## src/inc/ssp_pkg.sv

```systemverilog
// Operation
// (RULE1) Four wires, full duplex serial link
// (RULE2) Three selectable frame formats
// (RULE3) Frame width 4 to 16 bits
// (RULE4) Serialise transmit, deserialise receive words
// (RULE5) Separate eight-word 16-bit FIFOs
// (RULE6) Master drives clock, slave follows
// (RULE7) Slave can disable its data output
// (RULE8) Prescaler then divider make serial clock
// (RULE9) Peripheral limits usable bit rate
// (RULE10) Internal loopback test mode
// (RULE11) Right-justified data, upper bits zero
// (RULE12) Master starts only with queued word
`default_nettype none
package ssp_pkg;
  // ****************************************
  // Register map (byte addresses)
  // ****************************************
  localparam logic [11:0] CTRL0_OFS  = 12'h000;
  localparam logic [11:0] CTRL1_OFS  = 12'h004;
  localparam logic [11:0] DATA_OFS   = 12'h008;
  localparam logic [11:0] STATUS_OFS = 12'h00C;
  localparam logic [11:0] PRESC_OFS  = 12'h010;
  // ****************************************
  // Field positions and reset values
  // ****************************************
  localparam int DSS_LSB = 0;
  localparam int FRF_LSB = 4;
  localparam int SPO_BIT = 6;
  localparam int SPH_BIT = 7;
  localparam int SCR_LSB = 8;
  localparam int LBM_BIT = 0;
  localparam int SSE_BIT = 1;
  localparam int MS_BIT  = 2;
  localparam int SOD_BIT = 3;
  localparam logic [31:0] CTRL0_RST = 32'h0000_0000;
  localparam logic [31:0] CTRL1_RST = 32'h0000_0000;
  localparam logic [7:0]  PRESC_RST = 8'h02;
  localparam logic [3:0]  DSS_MIN   = 4'h3;
  localparam int FIFO_DEPTH = 8;
  localparam int WORD_W     = 16;

  typedef enum logic [1:0] {SSP_FMT_SPI, SSP_FMT_SYNC, SSP_FMT_WIRE, SSP_FMT_RSV} ssp_fmt_type;

  typedef struct packed {
    logic sclk_o;
    logic sclk_oe;
    logic frm_o;
    logic frm_oe;
    logic tx_o;
    logic tx_oe;
  } ssp_pins_type;
endpackage
`default_nettype wire

```

## src/rtl/ssp_fifo.sv

```systemverilog
`timescale 1ns/1ns
`default_nettype none
module ssp_fifo #(
  parameter int W     = 16,
  parameter int DEPTH = 8
) (
  input  wire logic         clk,
  input  wire logic         rst,
  input  wire logic         clr,
  input  wire logic         wr,
  input  wire logic [W-1:0] wdata,
  input  wire logic         rd,
  output logic      [W-1:0] rdata,
  output logic              full,
  output logic              empty,
  output logic              half
);
  localparam int AW = $clog2(DEPTH);
  initial
  begin
    if (DEPTH < 2 || (1 << AW) != DEPTH)
      $error("ssp_fifo depth must be a power of two");
  end
  logic [W-1:0] mem [DEPTH];
  logic [AW:0]  wp;
  logic [AW:0]  rp;
  logic [AW:0]  used;
  assign used  = wp - rp;
  assign full  = used[AW];
  assign empty = (wp == rp);
  assign half  = (used >= (AW+1)'(DEPTH/2));
  assign rdata = mem[rp[AW-1:0]];
  always_ff @(posedge clk)
  begin
    if (wr && !full)
      mem[wp[AW-1:0]] <= wdata;
  end
  always_ff @(posedge clk or posedge rst)
  begin
    if (rst)
    begin
      wp <= '0;
      rp <= '0;
    end
    else if (clr)
    begin
      wp <= '0;
      rp <= '0;
    end
    else
    begin
      if (wr && !full)
        wp <= wp + 1'b1;
      if (rd && !empty)
        rp <= rp + 1'b1;
    end
  end
endmodule
`default_nettype wire

```

## src/rtl/ssp_top.sv

```systemverilog
// Register access over APB and the register offsets were decided locally.
`timescale 1ns/1ns
`default_nettype none
module ssp_top #(
  parameter int DEPTH = ssp_pkg::FIFO_DEPTH
) (
  input  wire logic              clk,
  input  wire logic              rst,
  input  wire logic              psel,
  input  wire logic              penable,
  input  wire logic              pwrite,
  input  wire logic [11:0]       paddr,
  input  wire logic [31:0]       pwdata,
  output logic      [31:0]       prdata,
  output logic                   pready,
  output logic                   pslverr,
  input  wire logic              sclk_i,
  input  wire logic              frm_i,
  input  wire logic              rx_i,
  output ssp_pkg::ssp_pins_type  pins
);
  initial
  begin
    if (DEPTH < 2)
      $error("ssp_top depth too small");
  end
  // ****************************************
  // Register file
  // ****************************************
  logic [31:0] ctrl0;
  logic [31:0] ctrl1;
  logic [7:0]  presc;
  logic        wr_acc;
  logic        rd_acc;
  assign wr_acc  = psel && penable && pwrite;
  assign rd_acc  = psel && penable && !pwrite;
  assign pready  = 1'b1;
  assign pslverr = 1'b0;

  logic [3:0]  dss;
  logic [1:0]  frf;
  logic        spo;
  logic        sph;
  logic [7:0]  scr;
  logic        lbm;
  logic        sse;
  logic        slave;
  logic        sod;
  assign dss   = ctrl0[ssp_pkg::DSS_LSB+:4];
  assign frf   = ctrl0[ssp_pkg::FRF_LSB+:2];
  assign spo   = ctrl0[ssp_pkg::SPO_BIT];
  assign sph   = ctrl0[ssp_pkg::SPH_BIT];
  assign scr   = ctrl0[ssp_pkg::SCR_LSB+:8];
  assign lbm   = ctrl1[ssp_pkg::LBM_BIT];
  assign sse   = ctrl1[ssp_pkg::SSE_BIT];
  assign slave = ctrl1[ssp_pkg::MS_BIT];
  assign sod   = ctrl1[ssp_pkg::SOD_BIT];

  always_ff @(posedge clk or posedge rst)
  begin
    if (rst)
    begin
      ctrl0 <= ssp_pkg::CTRL0_RST;
      ctrl1 <= ssp_pkg::CTRL1_RST;
      presc <= ssp_pkg::PRESC_RST;
    end
    else if (wr_acc)
    begin
      if (paddr == ssp_pkg::CTRL0_OFS)
        ctrl0 <= {16'h0000, pwdata[15:0]};
      if (paddr == ssp_pkg::CTRL1_OFS)
        ctrl1 <= {28'h0000000, pwdata[3:0]};
      if (paddr == ssp_pkg::PRESC_OFS)
        presc <= {pwdata[7:1], 1'b0}; // Bit 0 is dropped so the prescale is always even
    end
  end

  // ****************************************
  // FIFOs
  // ****************************************
  logic [15:0] tx_q;
  logic [15:0] rx_q;
  logic        tx_full;
  logic        tx_empty;
  logic        rx_full;
  logic        rx_empty;
  logic        tx_pop;
  logic        rx_push;
  logic [15:0] rx_word;
  logic        busy;
  logic [15:0] mask;
  assign mask = 16'hFFFF >> (4'hF - dss);

  ssp_fifo #(.W(ssp_pkg::WORD_W), .DEPTH(DEPTH)) u_txf ( // [RULE5]
    .clk   (clk),
    .rst   (rst),
    .clr   (1'b0),
    .wr    (wr_acc && paddr == ssp_pkg::DATA_OFS),
    .wdata (pwdata[15:0] & mask), // [RULE11]
    .rd    (tx_pop),
    .rdata (tx_q),
    .full  (tx_full),
    .empty (tx_empty),
    .half  ()
  );
  ssp_fifo #(.W(ssp_pkg::WORD_W), .DEPTH(DEPTH)) u_rxf ( // [RULE5]
    .clk   (clk),
    .rst   (rst),
    .clr   (1'b0),
    .wr    (rx_push),
    .wdata (rx_word & mask), // [RULE11]
    .rd    (rd_acc && paddr == ssp_pkg::DATA_OFS),
    .rdata (rx_q),
    .full  (rx_full),
    .empty (rx_empty),
    .half  ()
  );

  always_comb
  begin
    prdata = 32'h0000_0000;
    unique case (paddr)
      ssp_pkg::CTRL0_OFS:  prdata = ctrl0;
      ssp_pkg::CTRL1_OFS:  prdata = ctrl1;
      ssp_pkg::DATA_OFS:   prdata = {16'h0000, rx_q};
      ssp_pkg::STATUS_OFS: prdata = {27'h0, busy, rx_full, !rx_empty, !tx_full, tx_empty};
      ssp_pkg::PRESC_OFS:  prdata = {24'h000000, presc};
      default:             prdata = 32'h0000_0000;
    endcase
  end

  // ****************************************
  // Bit clock: prescaler then divider
  // ****************************************
  logic [7:0] pre_cnt;
  logic [7:0] div_cnt;
  logic       tick;
  always_ff @(posedge clk or posedge rst)
  begin
    if (rst)
    begin
      pre_cnt <= 8'h00;
      div_cnt <= 8'h00;
    end
    else if (!busy || slave)
    begin
      pre_cnt <= 8'h00;
      div_cnt <= 8'h00;
    end
    else if (pre_cnt >= presc - 8'h01) // [RULE8]
    begin
      pre_cnt <= 8'h00;
      div_cnt <= (div_cnt == scr) ? 8'h00 : div_cnt + 8'h01;
    end
    else
      pre_cnt <= pre_cnt + 8'h01;
  end
  // One tick per half bit period: presc * (scr+1) clocks
  assign tick = busy && !slave && (pre_cnt >= presc - 8'h01) && (div_cnt == scr); // [RULE8]

  // ****************************************
  // Slave-side edge detection (inputs synchronous)
  // ****************************************
  logic sclk_d;
  logic frm_d;
  always_ff @(posedge clk or posedge rst)
  begin
    if (rst)
    begin
      sclk_d <= 1'b0;
      frm_d  <= 1'b1;
    end
    else
    begin
      sclk_d <= sclk_i;
      frm_d  <= frm_i;
    end
  end

  // ****************************************
  // Shift engine
  // ****************************************
  logic [15:0] tx_sh;
  logic [15:0] rx_sh;
  logic [4:0]  half_cnt;
  logic        sclk_m;
  logic        frm_m;
  logic        sdo;
  logic        sdi;
  logic        edge_lead;
  logic        edge_trail;
  logic        s_sample;
  logic        s_shift;
  logic [4:0]  last_half;
  assign last_half = 5'({dss, 1'b1});
  assign sdo = tx_sh[dss];
  // Loopback takes serial out straight back in, pins ignored
  assign sdi = lbm ? sdo : rx_i; // [RULE10]
  // SPI samples on leading edge when phase 0; other formats sample on rising
  assign s_sample = (frf == 2'(ssp_pkg::SSP_FMT_SPI)) ? (sph ? !half_cnt[0] : half_cnt[0]) // [RULE2]
                                                      : half_cnt[0];
  assign edge_lead  = sclk_i && !sclk_d;
  assign edge_trail = !sclk_i && sclk_d;

  always_ff @(posedge clk or posedge rst)
  begin
    if (rst)
    begin
      busy     <= 1'b0;
      half_cnt <= 5'h00;
      tx_sh    <= 16'h0000;
      rx_sh    <= 16'h0000;
      sclk_m   <= 1'b0;
      frm_m    <= 1'b1;
      tx_pop   <= 1'b0;
      rx_push  <= 1'b0;
      rx_word  <= 16'h0000;
    end
    else
    begin
      tx_pop  <= 1'b0;
      rx_push <= 1'b0;
      if (!sse || dss < ssp_pkg::DSS_MIN) // [RULE3]
      begin
        busy   <= 1'b0;
        sclk_m <= 1'b0;
        frm_m  <= 1'b1;
      end
      else if (!busy)
      begin
        sclk_m <= 1'b0;
        frm_m  <= (frf == 2'(ssp_pkg::SSP_FMT_SYNC)) ? 1'b0 : 1'b1;
        if (!slave && !tx_empty && !tx_pop) // [RULE12]
        begin
          busy     <= 1'b1;
          half_cnt <= 5'h00;
          tx_sh    <= tx_q; // [RULE4]
          tx_pop   <= 1'b1;
          frm_m    <= (frf == 2'(ssp_pkg::SSP_FMT_SYNC)); // Pulse frame for sync format
        end
        else if (slave && frm_d && !frm_i) // [RULE6]
        begin
          busy     <= 1'b1;
          half_cnt <= 5'h00;
          tx_sh    <= tx_empty ? 16'h0000 : tx_q;
          tx_pop   <= !tx_empty;
        end
      end
      else if (tick || (slave && (edge_lead || edge_trail))) // [RULE6]
      begin
        sclk_m   <= !sclk_m;
        half_cnt <= half_cnt + 5'h01;
        if (frf == 2'(ssp_pkg::SSP_FMT_SYNC))
          frm_m <= 1'b0;
        if (!s_sample)
          rx_sh <= {rx_sh[14:0], sdi}; // [RULE4]
        else if (half_cnt != 5'h00)
          tx_sh <= {tx_sh[14:0], 1'b0}; // [RULE4]
        if (half_cnt == last_half) // [RULE3]
        begin
          busy    <= 1'b0;
          rx_push <= 1'b1; // [RULE4]
          // Phase one samples on the last half too; stale upper bits are cut here
          rx_word <= (s_sample ? rx_sh : {rx_sh[14:0], sdi}) & mask; // [RULE11]
        end
      end
    end
  end

  // ****************************************
  // Pins
  // ****************************************
  always_comb
  begin
    pins.sclk_o  = sclk_m ^ (spo && frf == 2'(ssp_pkg::SSP_FMT_SPI)); // [RULE2]
    pins.sclk_oe = sse && !slave; // [RULE6]
    pins.frm_o   = frm_m ^ (frf == 2'(ssp_pkg::SSP_FMT_SYNC));
    pins.frm_oe  = sse && !slave; // [RULE6]
    pins.tx_o    = sdo; // [RULE1]
    pins.tx_oe   = sse && !(slave && sod) && !lbm; // [RULE7]
  end
endmodule
`default_nettype wire

```

## config.mk

```make
export PLATFORM = sky130hd
export DESIGN_NAME = ssp_top
export DESIGN_NICKNAME = d
export VERILOG_FILES = /design/src/inc/ssp_pkg.sv /design/src/rtl/ssp_fifo.sv /design/src/rtl/ssp_top.sv
export SDC_FILE = /design/constraint.sdc
export NUM_CORES = 1
export LEC_CHECK = 0
export ABC_AREA = 1
export BUFFER_PORTS_ARGS = -buffer_cell sky130_fd_sc_hd__clkbuf_2
export CAP_MARGIN = 20
export CORE_UTILIZATION = 55
export CTS_CLUSTER_DIAMETER = 120
export DETAILED_ROUTE_END_ITERATION = 8
export PLACE_DENSITY = 0.76
export SYNTH_ARGS = -nofsm -noshare
export SYNTH_HDL_FRONTEND = slang
export SYNTH_SLANG_ARGS = --single-unit
```

## constraint.sdc

```tcl
create_clock -name clk -period 4 [get_ports clk]
set_clock_uncertainty 0.15 [all_clocks]
set_input_delay 0.8 -clock clk [delete_from_list [all_inputs] [get_ports clk]]
set_output_delay 0.8 -clock clk [all_outputs]
set_load 0.05 [all_outputs]
```

# Yosys cells after proc, flatten, opt, wreduce, memory -nomap -nowiden
# Memories as Yosys holds them, arrays and structs flattened.
# Index checks and enable logic that the tools add are counted.
# word_totals
wordCells	164
mem_count	2
ramBits	256
register_bits	119
out_inout_bits	40
inputBits	52
# classes
magnitude_cmp	3
n_eq_ne	14
reduce_logical	57
add_sub_neg	11
mux	50
n_bitwise	6
shift	1
# mem_list
memory	words	word_bits	read_ports	rd_clocked_by_memory_dff	wr	line_no	source
u_rxf.mem	8	16	1	0	1	ssp_fifo.sv:24	logic [W-1:0] mem [DEPTH];
u_txf.mem	8	16	1	0	1	ssp_fifo.sv:24	
# ops
op	n
two-way mux 16 bit	8
one-hot mux 16 bit (5 select lines)	1
bitwise AND 16 bit	3
two-way mux 8 bit	5
two-way mux 1 bit	31
equality test 12 x 4 -> 1 bit (second input constant)	2
logical AND 1 bit	24
two-way mux 5 bit	4
adder 4 x 1 -> 4 bit (second input constant)	4
adder 8 x 1 -> 8 bit (second input constant)	2
zero test 1 bit	16
right shift 16 x 4 -> 16 bit (first input constant)	1
equality test 12 x 3 -> 1 bit (second input constant)	1
equality test 12 x 5 -> 1 bit (second input constant)	1
zero test 12 bit	1
equality test 4 bit	2
equality test 8 bit	1
>= comparator 8 bit	1
AND reduction 2 bit	4
subtractor 4 bit	2
subtractor 8 x 1 -> 8 bit (second input constant)	1
inequality test 2 x 1 -> 1 bit (second input constant)	3
inequality test 3 x 1 -> 1 bit (second input constant)	2
AND reduction 3 bit	2
16 further kinds	20

# Longest topological paths before layout
# depth
depth_word	8
mapped_depth	18

# Cells and area by module
# Synthesis repeated with hierarchy kept, for this count alone.
# hier_totals
hier_cells	1785
hier_area_um2	17481.8
# modules_own_cells
module	n_inst	cells_per_inst	seq_area_each_um2	area_per_inst_um2
ssp_fifo	2	459	4043.9	5602.9
ssp_top	1	867	2581.2	6276.0

# Worst setup path after synthesis
# Ideal clock, no wire load.
# synth_path
path_type	reg-to-reg
from	register u_txf.rp[2]
to	memory u_txf.mem[4][0] (enable)
slack_ps	360
path_buffers	2
arrival_ps	3081
stages_incl_launch_ff	11
required_time_ps	3441
cell_sequence	dfrtp_1 buf_2 clkinv_1 buf_1 ha_1 a21oi_1 o21ai_0 xnor2_1 and2_1 nand2_1 nor3_1
# synth_via
elab_chain_cells	5
# synth_lines
element	line_no	source
from (decl)	ssp_fifo.sv:26	logic [AW:0] rp;
from (signal assigned)	ssp_fifo.sv:55	rp <= rp + 1'b1;
subtractor 4 bit	ssp_fifo.sv:28	assign used = wp - rp;
zero test 1 bit	ssp_fifo.sv:35	if (wr && !full)
logical AND 1 bit	ssp_fifo.sv:35	
two-way mux 1 bit	ssp_fifo.sv:35	
two-way mux 1 bit (not written as such)	ssp_fifo.sv:36	mem[wp[AW-1:0]] <= wdata;
to (decl)	ssp_fifo.sv:24	
# Every way passes these cells.

# Final worst setup path
# layout_path
from	register u_rxf.rp[0]
to	output prdata[1]
# layout_via
elab_chain_cells	2
# layout_lines
element	line_no	source
from (decl)	ssp_fifo.sv:26	
from (signal assigned)	ssp_fifo.sv:55	
memory read (8 x 16 bit)	-	
one-hot mux 16 bit (5 select lines)	ssp_top.sv:122	unique case (paddr)
to (decl)	ssp_top.sv:14	output logic [31:0] prdata,
# Every way passes these cells.

==> flow_summary.toml <==
[timing]
rsz0062_at_grt = "no"
fin_setup_tns_ns = 0
setup_violations = 0
holdWs_ns = 0.196
period_share = 0.890
tightestPinTransition_ns = 1.07
min_period_ns = 3.56
hold_viol_final = 0
slew_headroom = 0.288
clock.fmax_mhz = 281
drv_slew = 0

[critical_path]
cp.arrival_ns = 2.61
r2r_slack_ns = 0.76
crit_type = "reg2out"
start_kind = "flip-flop"
cp.required_ns = 3.05
r2r-end = "rx_word[11]$_DFFE_PP0P_"
timing.rr.start = "presc[1]$_DFFE_PP1P_"
r2r_cells = 16
crit_fanout = 53
critPathCaptureType = "output pin"

[cts]
clockBufferDepth = 3
numCtsBuffers = 37
htree_levels = 2
insertion_delay_ns = 0.53
post_cts_buffers = 0
path_clk_slew_ns = 0.06
cts_tree = "yes"
cts_hold_buf = 0
cts-resized-gates = 0
cts.sinks = 375
cts-root-buf = "clkbuf_16"

[placement]
dp_hpwl_mm = 26.8
port_buffers = 57
gp_congestion = 0.898

[floorplanning]
io_pins = 92
initial_core_util = 0.561
placementRows = 64
core_um2 = 30700
dieArea_um2 = 32100
fp.dieW_um = 179
die_y_um = 179

[detailed_routing]
wirelength_mm = 40.4
antenna_left = 0
viasPerCell = 5.73
wire_per_inst_um = 18.8
dr.pass1.iters = 9
vias = 12300
dr.first_iter.drc_count = 1404
drc = 30

[synth]
synth_area_um2 = 17200
avgSynthCellArea_um2 = 10.4
yosys_register_bits = 375
yosys_warnings = 0
yosysUniqueCellTypes = 50
yosysSeqAreaShare = 0.619
ys.flop_type = "edfxtp_1"
ys_async_sr_fraction = 0.317
synth_edf_count = 256
syn_inst = 1664

[global_routing]
overflow = 0
grt_pass1_vias = 11500
grt_pass1_wl_mm = 62.5
grt_antenna_before_repair = 0
track_usage = 0.258
grt_max_degree = 76

[power_and_ir_drop]
power_frac_seq = 0.544
cellPowerDensity_nw_per_um2 = 397
intPower_mw = 6.04
p_switching_mw = 1.53
p_sw_frac = 0.202
p_leak_nw = 7.16
clkPwrFrac = 0.434
vdd_ir_drop_max_v = 0.000237
power_frac_comb = 0.022

[hold_path]
hold_path_class = "in2async"

[outcome]
status = "finished with violations"
violations = "design-rule violations"

[job]
cap_viol_max_count = 0

[finish]
drive_above_1_share = 0.141
nets = 1795
fin_util = 0.620
area_growth_pct = 10.5
num_antenna_cells = 0
n_fill_cell = 2366
[flip-flops by register name, summed over array words and instances, names as in the netlist, 5 cells and up]
signal     cells
u_rxf.mem    128
presc          7
half_cnt       5
tx_sh         16
u_txf.mem    128
rx_sh         16
div_cnt        8
pre_cnt        8
ctrl0         16
rx_word       16
[per-stage QoR]
step           worst slack (ns)  instance area (µm²)  std cells  power, mW
6_report                  0.439                19100       2145       7.57
5_1_grt                   0.377                19100       2145       7.76
2_1_floorplan             0.360                17300       1680       4.32
4_1_cts                   0.493                19100       2145       7.59
3_3_place_gp              0.646                17900       2078       4.36
3_5_place_dp              0.644                17900       2078       4.36
[layout by cell type, fill, tap and decap left out, drive strengths merged, types with 18 or more instances in the layout]
master | netlist | layout
dfrtp | 116 | 116
nand3 | 69 | 69
o221ai | 33 | 33
nand4 | 22 | 22
inv | 142 | 141
ha | 22 | 22
conb | 2 | 18
nand2 | 295 | 295
xor2 | 21 | 21
clkbuf | 36 | 116
nor2 | 251 | 251
edfxtp | 256 | 256
buf | 58 | 39
o211ai | 32 | 32
o21ai | 227 | 227
[final cells by class]
type                    count  area [µm²]  share of cell area
flip-flops and latches    375       10700               0.560
inverters                 147         561              0.0294
well taps                 396         495              0.0260
multi-input cells        1064        5550               0.291
clock inverters             8        47.5             0.00249
repair buffers             96         641              0.0336
clock buffers              59        1100              0.0577
[cell families after synthesis]
| logic type | Yosys count | synth area share |
|---|---|---|
| buffers and inverters | 241 | 0.0649 |
| adders and majority gates | 22 | 0.0160 |
| other | 2 | 0.000436 |
| muxes | 1 | 0.000581 |
| xor gates and xnor gates | 34 | 0.0173 |
| and+or+nand+nor | 663 | 0.167 |
| AOI/OAI and AO/OA | 326 | 0.115 |
| DFF | 375 | 0.619 |
[power groups by stage]
stage / registers, mW / clock network, mW / logic, mW
6_report: 4.11 / 3.28 / 0.170
5_1_grt: 4.11 / 3.46 / 0.188
4_1_cts: 4.11 / 3.30 / 0.170
3_5_place_dp: 4.19 / 0 / 0.169
3_3_place_gp: 4.19 / 0 / 0.166
2_1_floorplan: 4.19 / 0 / 0.123
[how the worst max path moves through the flow]
stage | start | to | slack [ns]
floorplan | u_txf.rp[2]$_DFFE_PP0P_ | u_txf.mem[4][0]$_DFFE_PP_ | 0.36
finish | u_rxf.rp[0]$_DFFE_PP0P_ | prdata[1] | 0.44
CTS | u_rxf.rp[0]$_DFFE_PP0P_ | prdata[2] | 0.49
global placement | paddr[11] | u_txf.mem[1][1]$_DFFE_PP_ | 0.65
global route | u_txf.wp[2]$_DFFE_PP0P_ | prdata[1] | 0.38
detailed placement | paddr[7] | prdata[2] | 0.64
[routing by layer]
layer | up-vias | wire length (µm) | track usage
met1 | 5912 | 17300 | 0.367
met2 | 527 | 18800 | 0.409
met4 | 0 | 1010 | 0.0780
met3 | 63 | 3380 | 0.0422
li1 | 5781 | - | -
met5 | - | 0 | 0
[worst max-delay path, stage by stage, from the launching register on]
cell and delay (ns):
dfrtp_1 0.40, buf_4 0.46, o21ai_0 0.17, o221ai_1 0.30, nand3_1 0.21, nand3_1 0.22, clkbuf_2 0.31
[synth_stat cells (4+ instances only)]
| master | instances | area [µm²] |
|---|---|---|
| clkbuf_1 | 36 | 135 |
| nand2_1 | 268 | 1010 |
| o21ai_2 | 27 | 236 |
| o21ai_1 | 30 | 150 |
| o221ai_1 | 33 | 289 |
| nand3_4 | 4 | 70.1 |
| ha_1 | 22 | 275 |
| nor3_1 | 11 | 55.1 |
| buf_6 | 5 | 56.3 |
| buf_4 | 25 | 188 |
| clkinv_1 | 4 | 15.0 |
| nor2_4 | 5 | 56.3 |
| nor2_2 | 6 | 37.5 |
| nand4_1 | 22 | 138 |
| buf_2 | 18 | 90.1 |
| inv_1 | 129 | 484 |
| o22ai_1 | 11 | 68.8 |
| inv_2 | 13 | 48.8 |
| dfrtp_1 | 116 | 2900 |
| xor2_1 | 21 | 184 |
| o21ai_0 | 170 | 851 |
| a21oi_1 | 13 | 65.1 |
| edfxtp_1 | 256 | 7690 |
| buf_1 | 6 | 22.5 |
| nand3_1 | 65 | 325 |
| xnor2_1 | 13 | 114 |
| o211ai_1 | 32 | 240 |
| nor2_1 | 240 | 901 |
| nand2_2 | 24 | 150 |
Note: power is estimated with default switching activity, not from simulation.
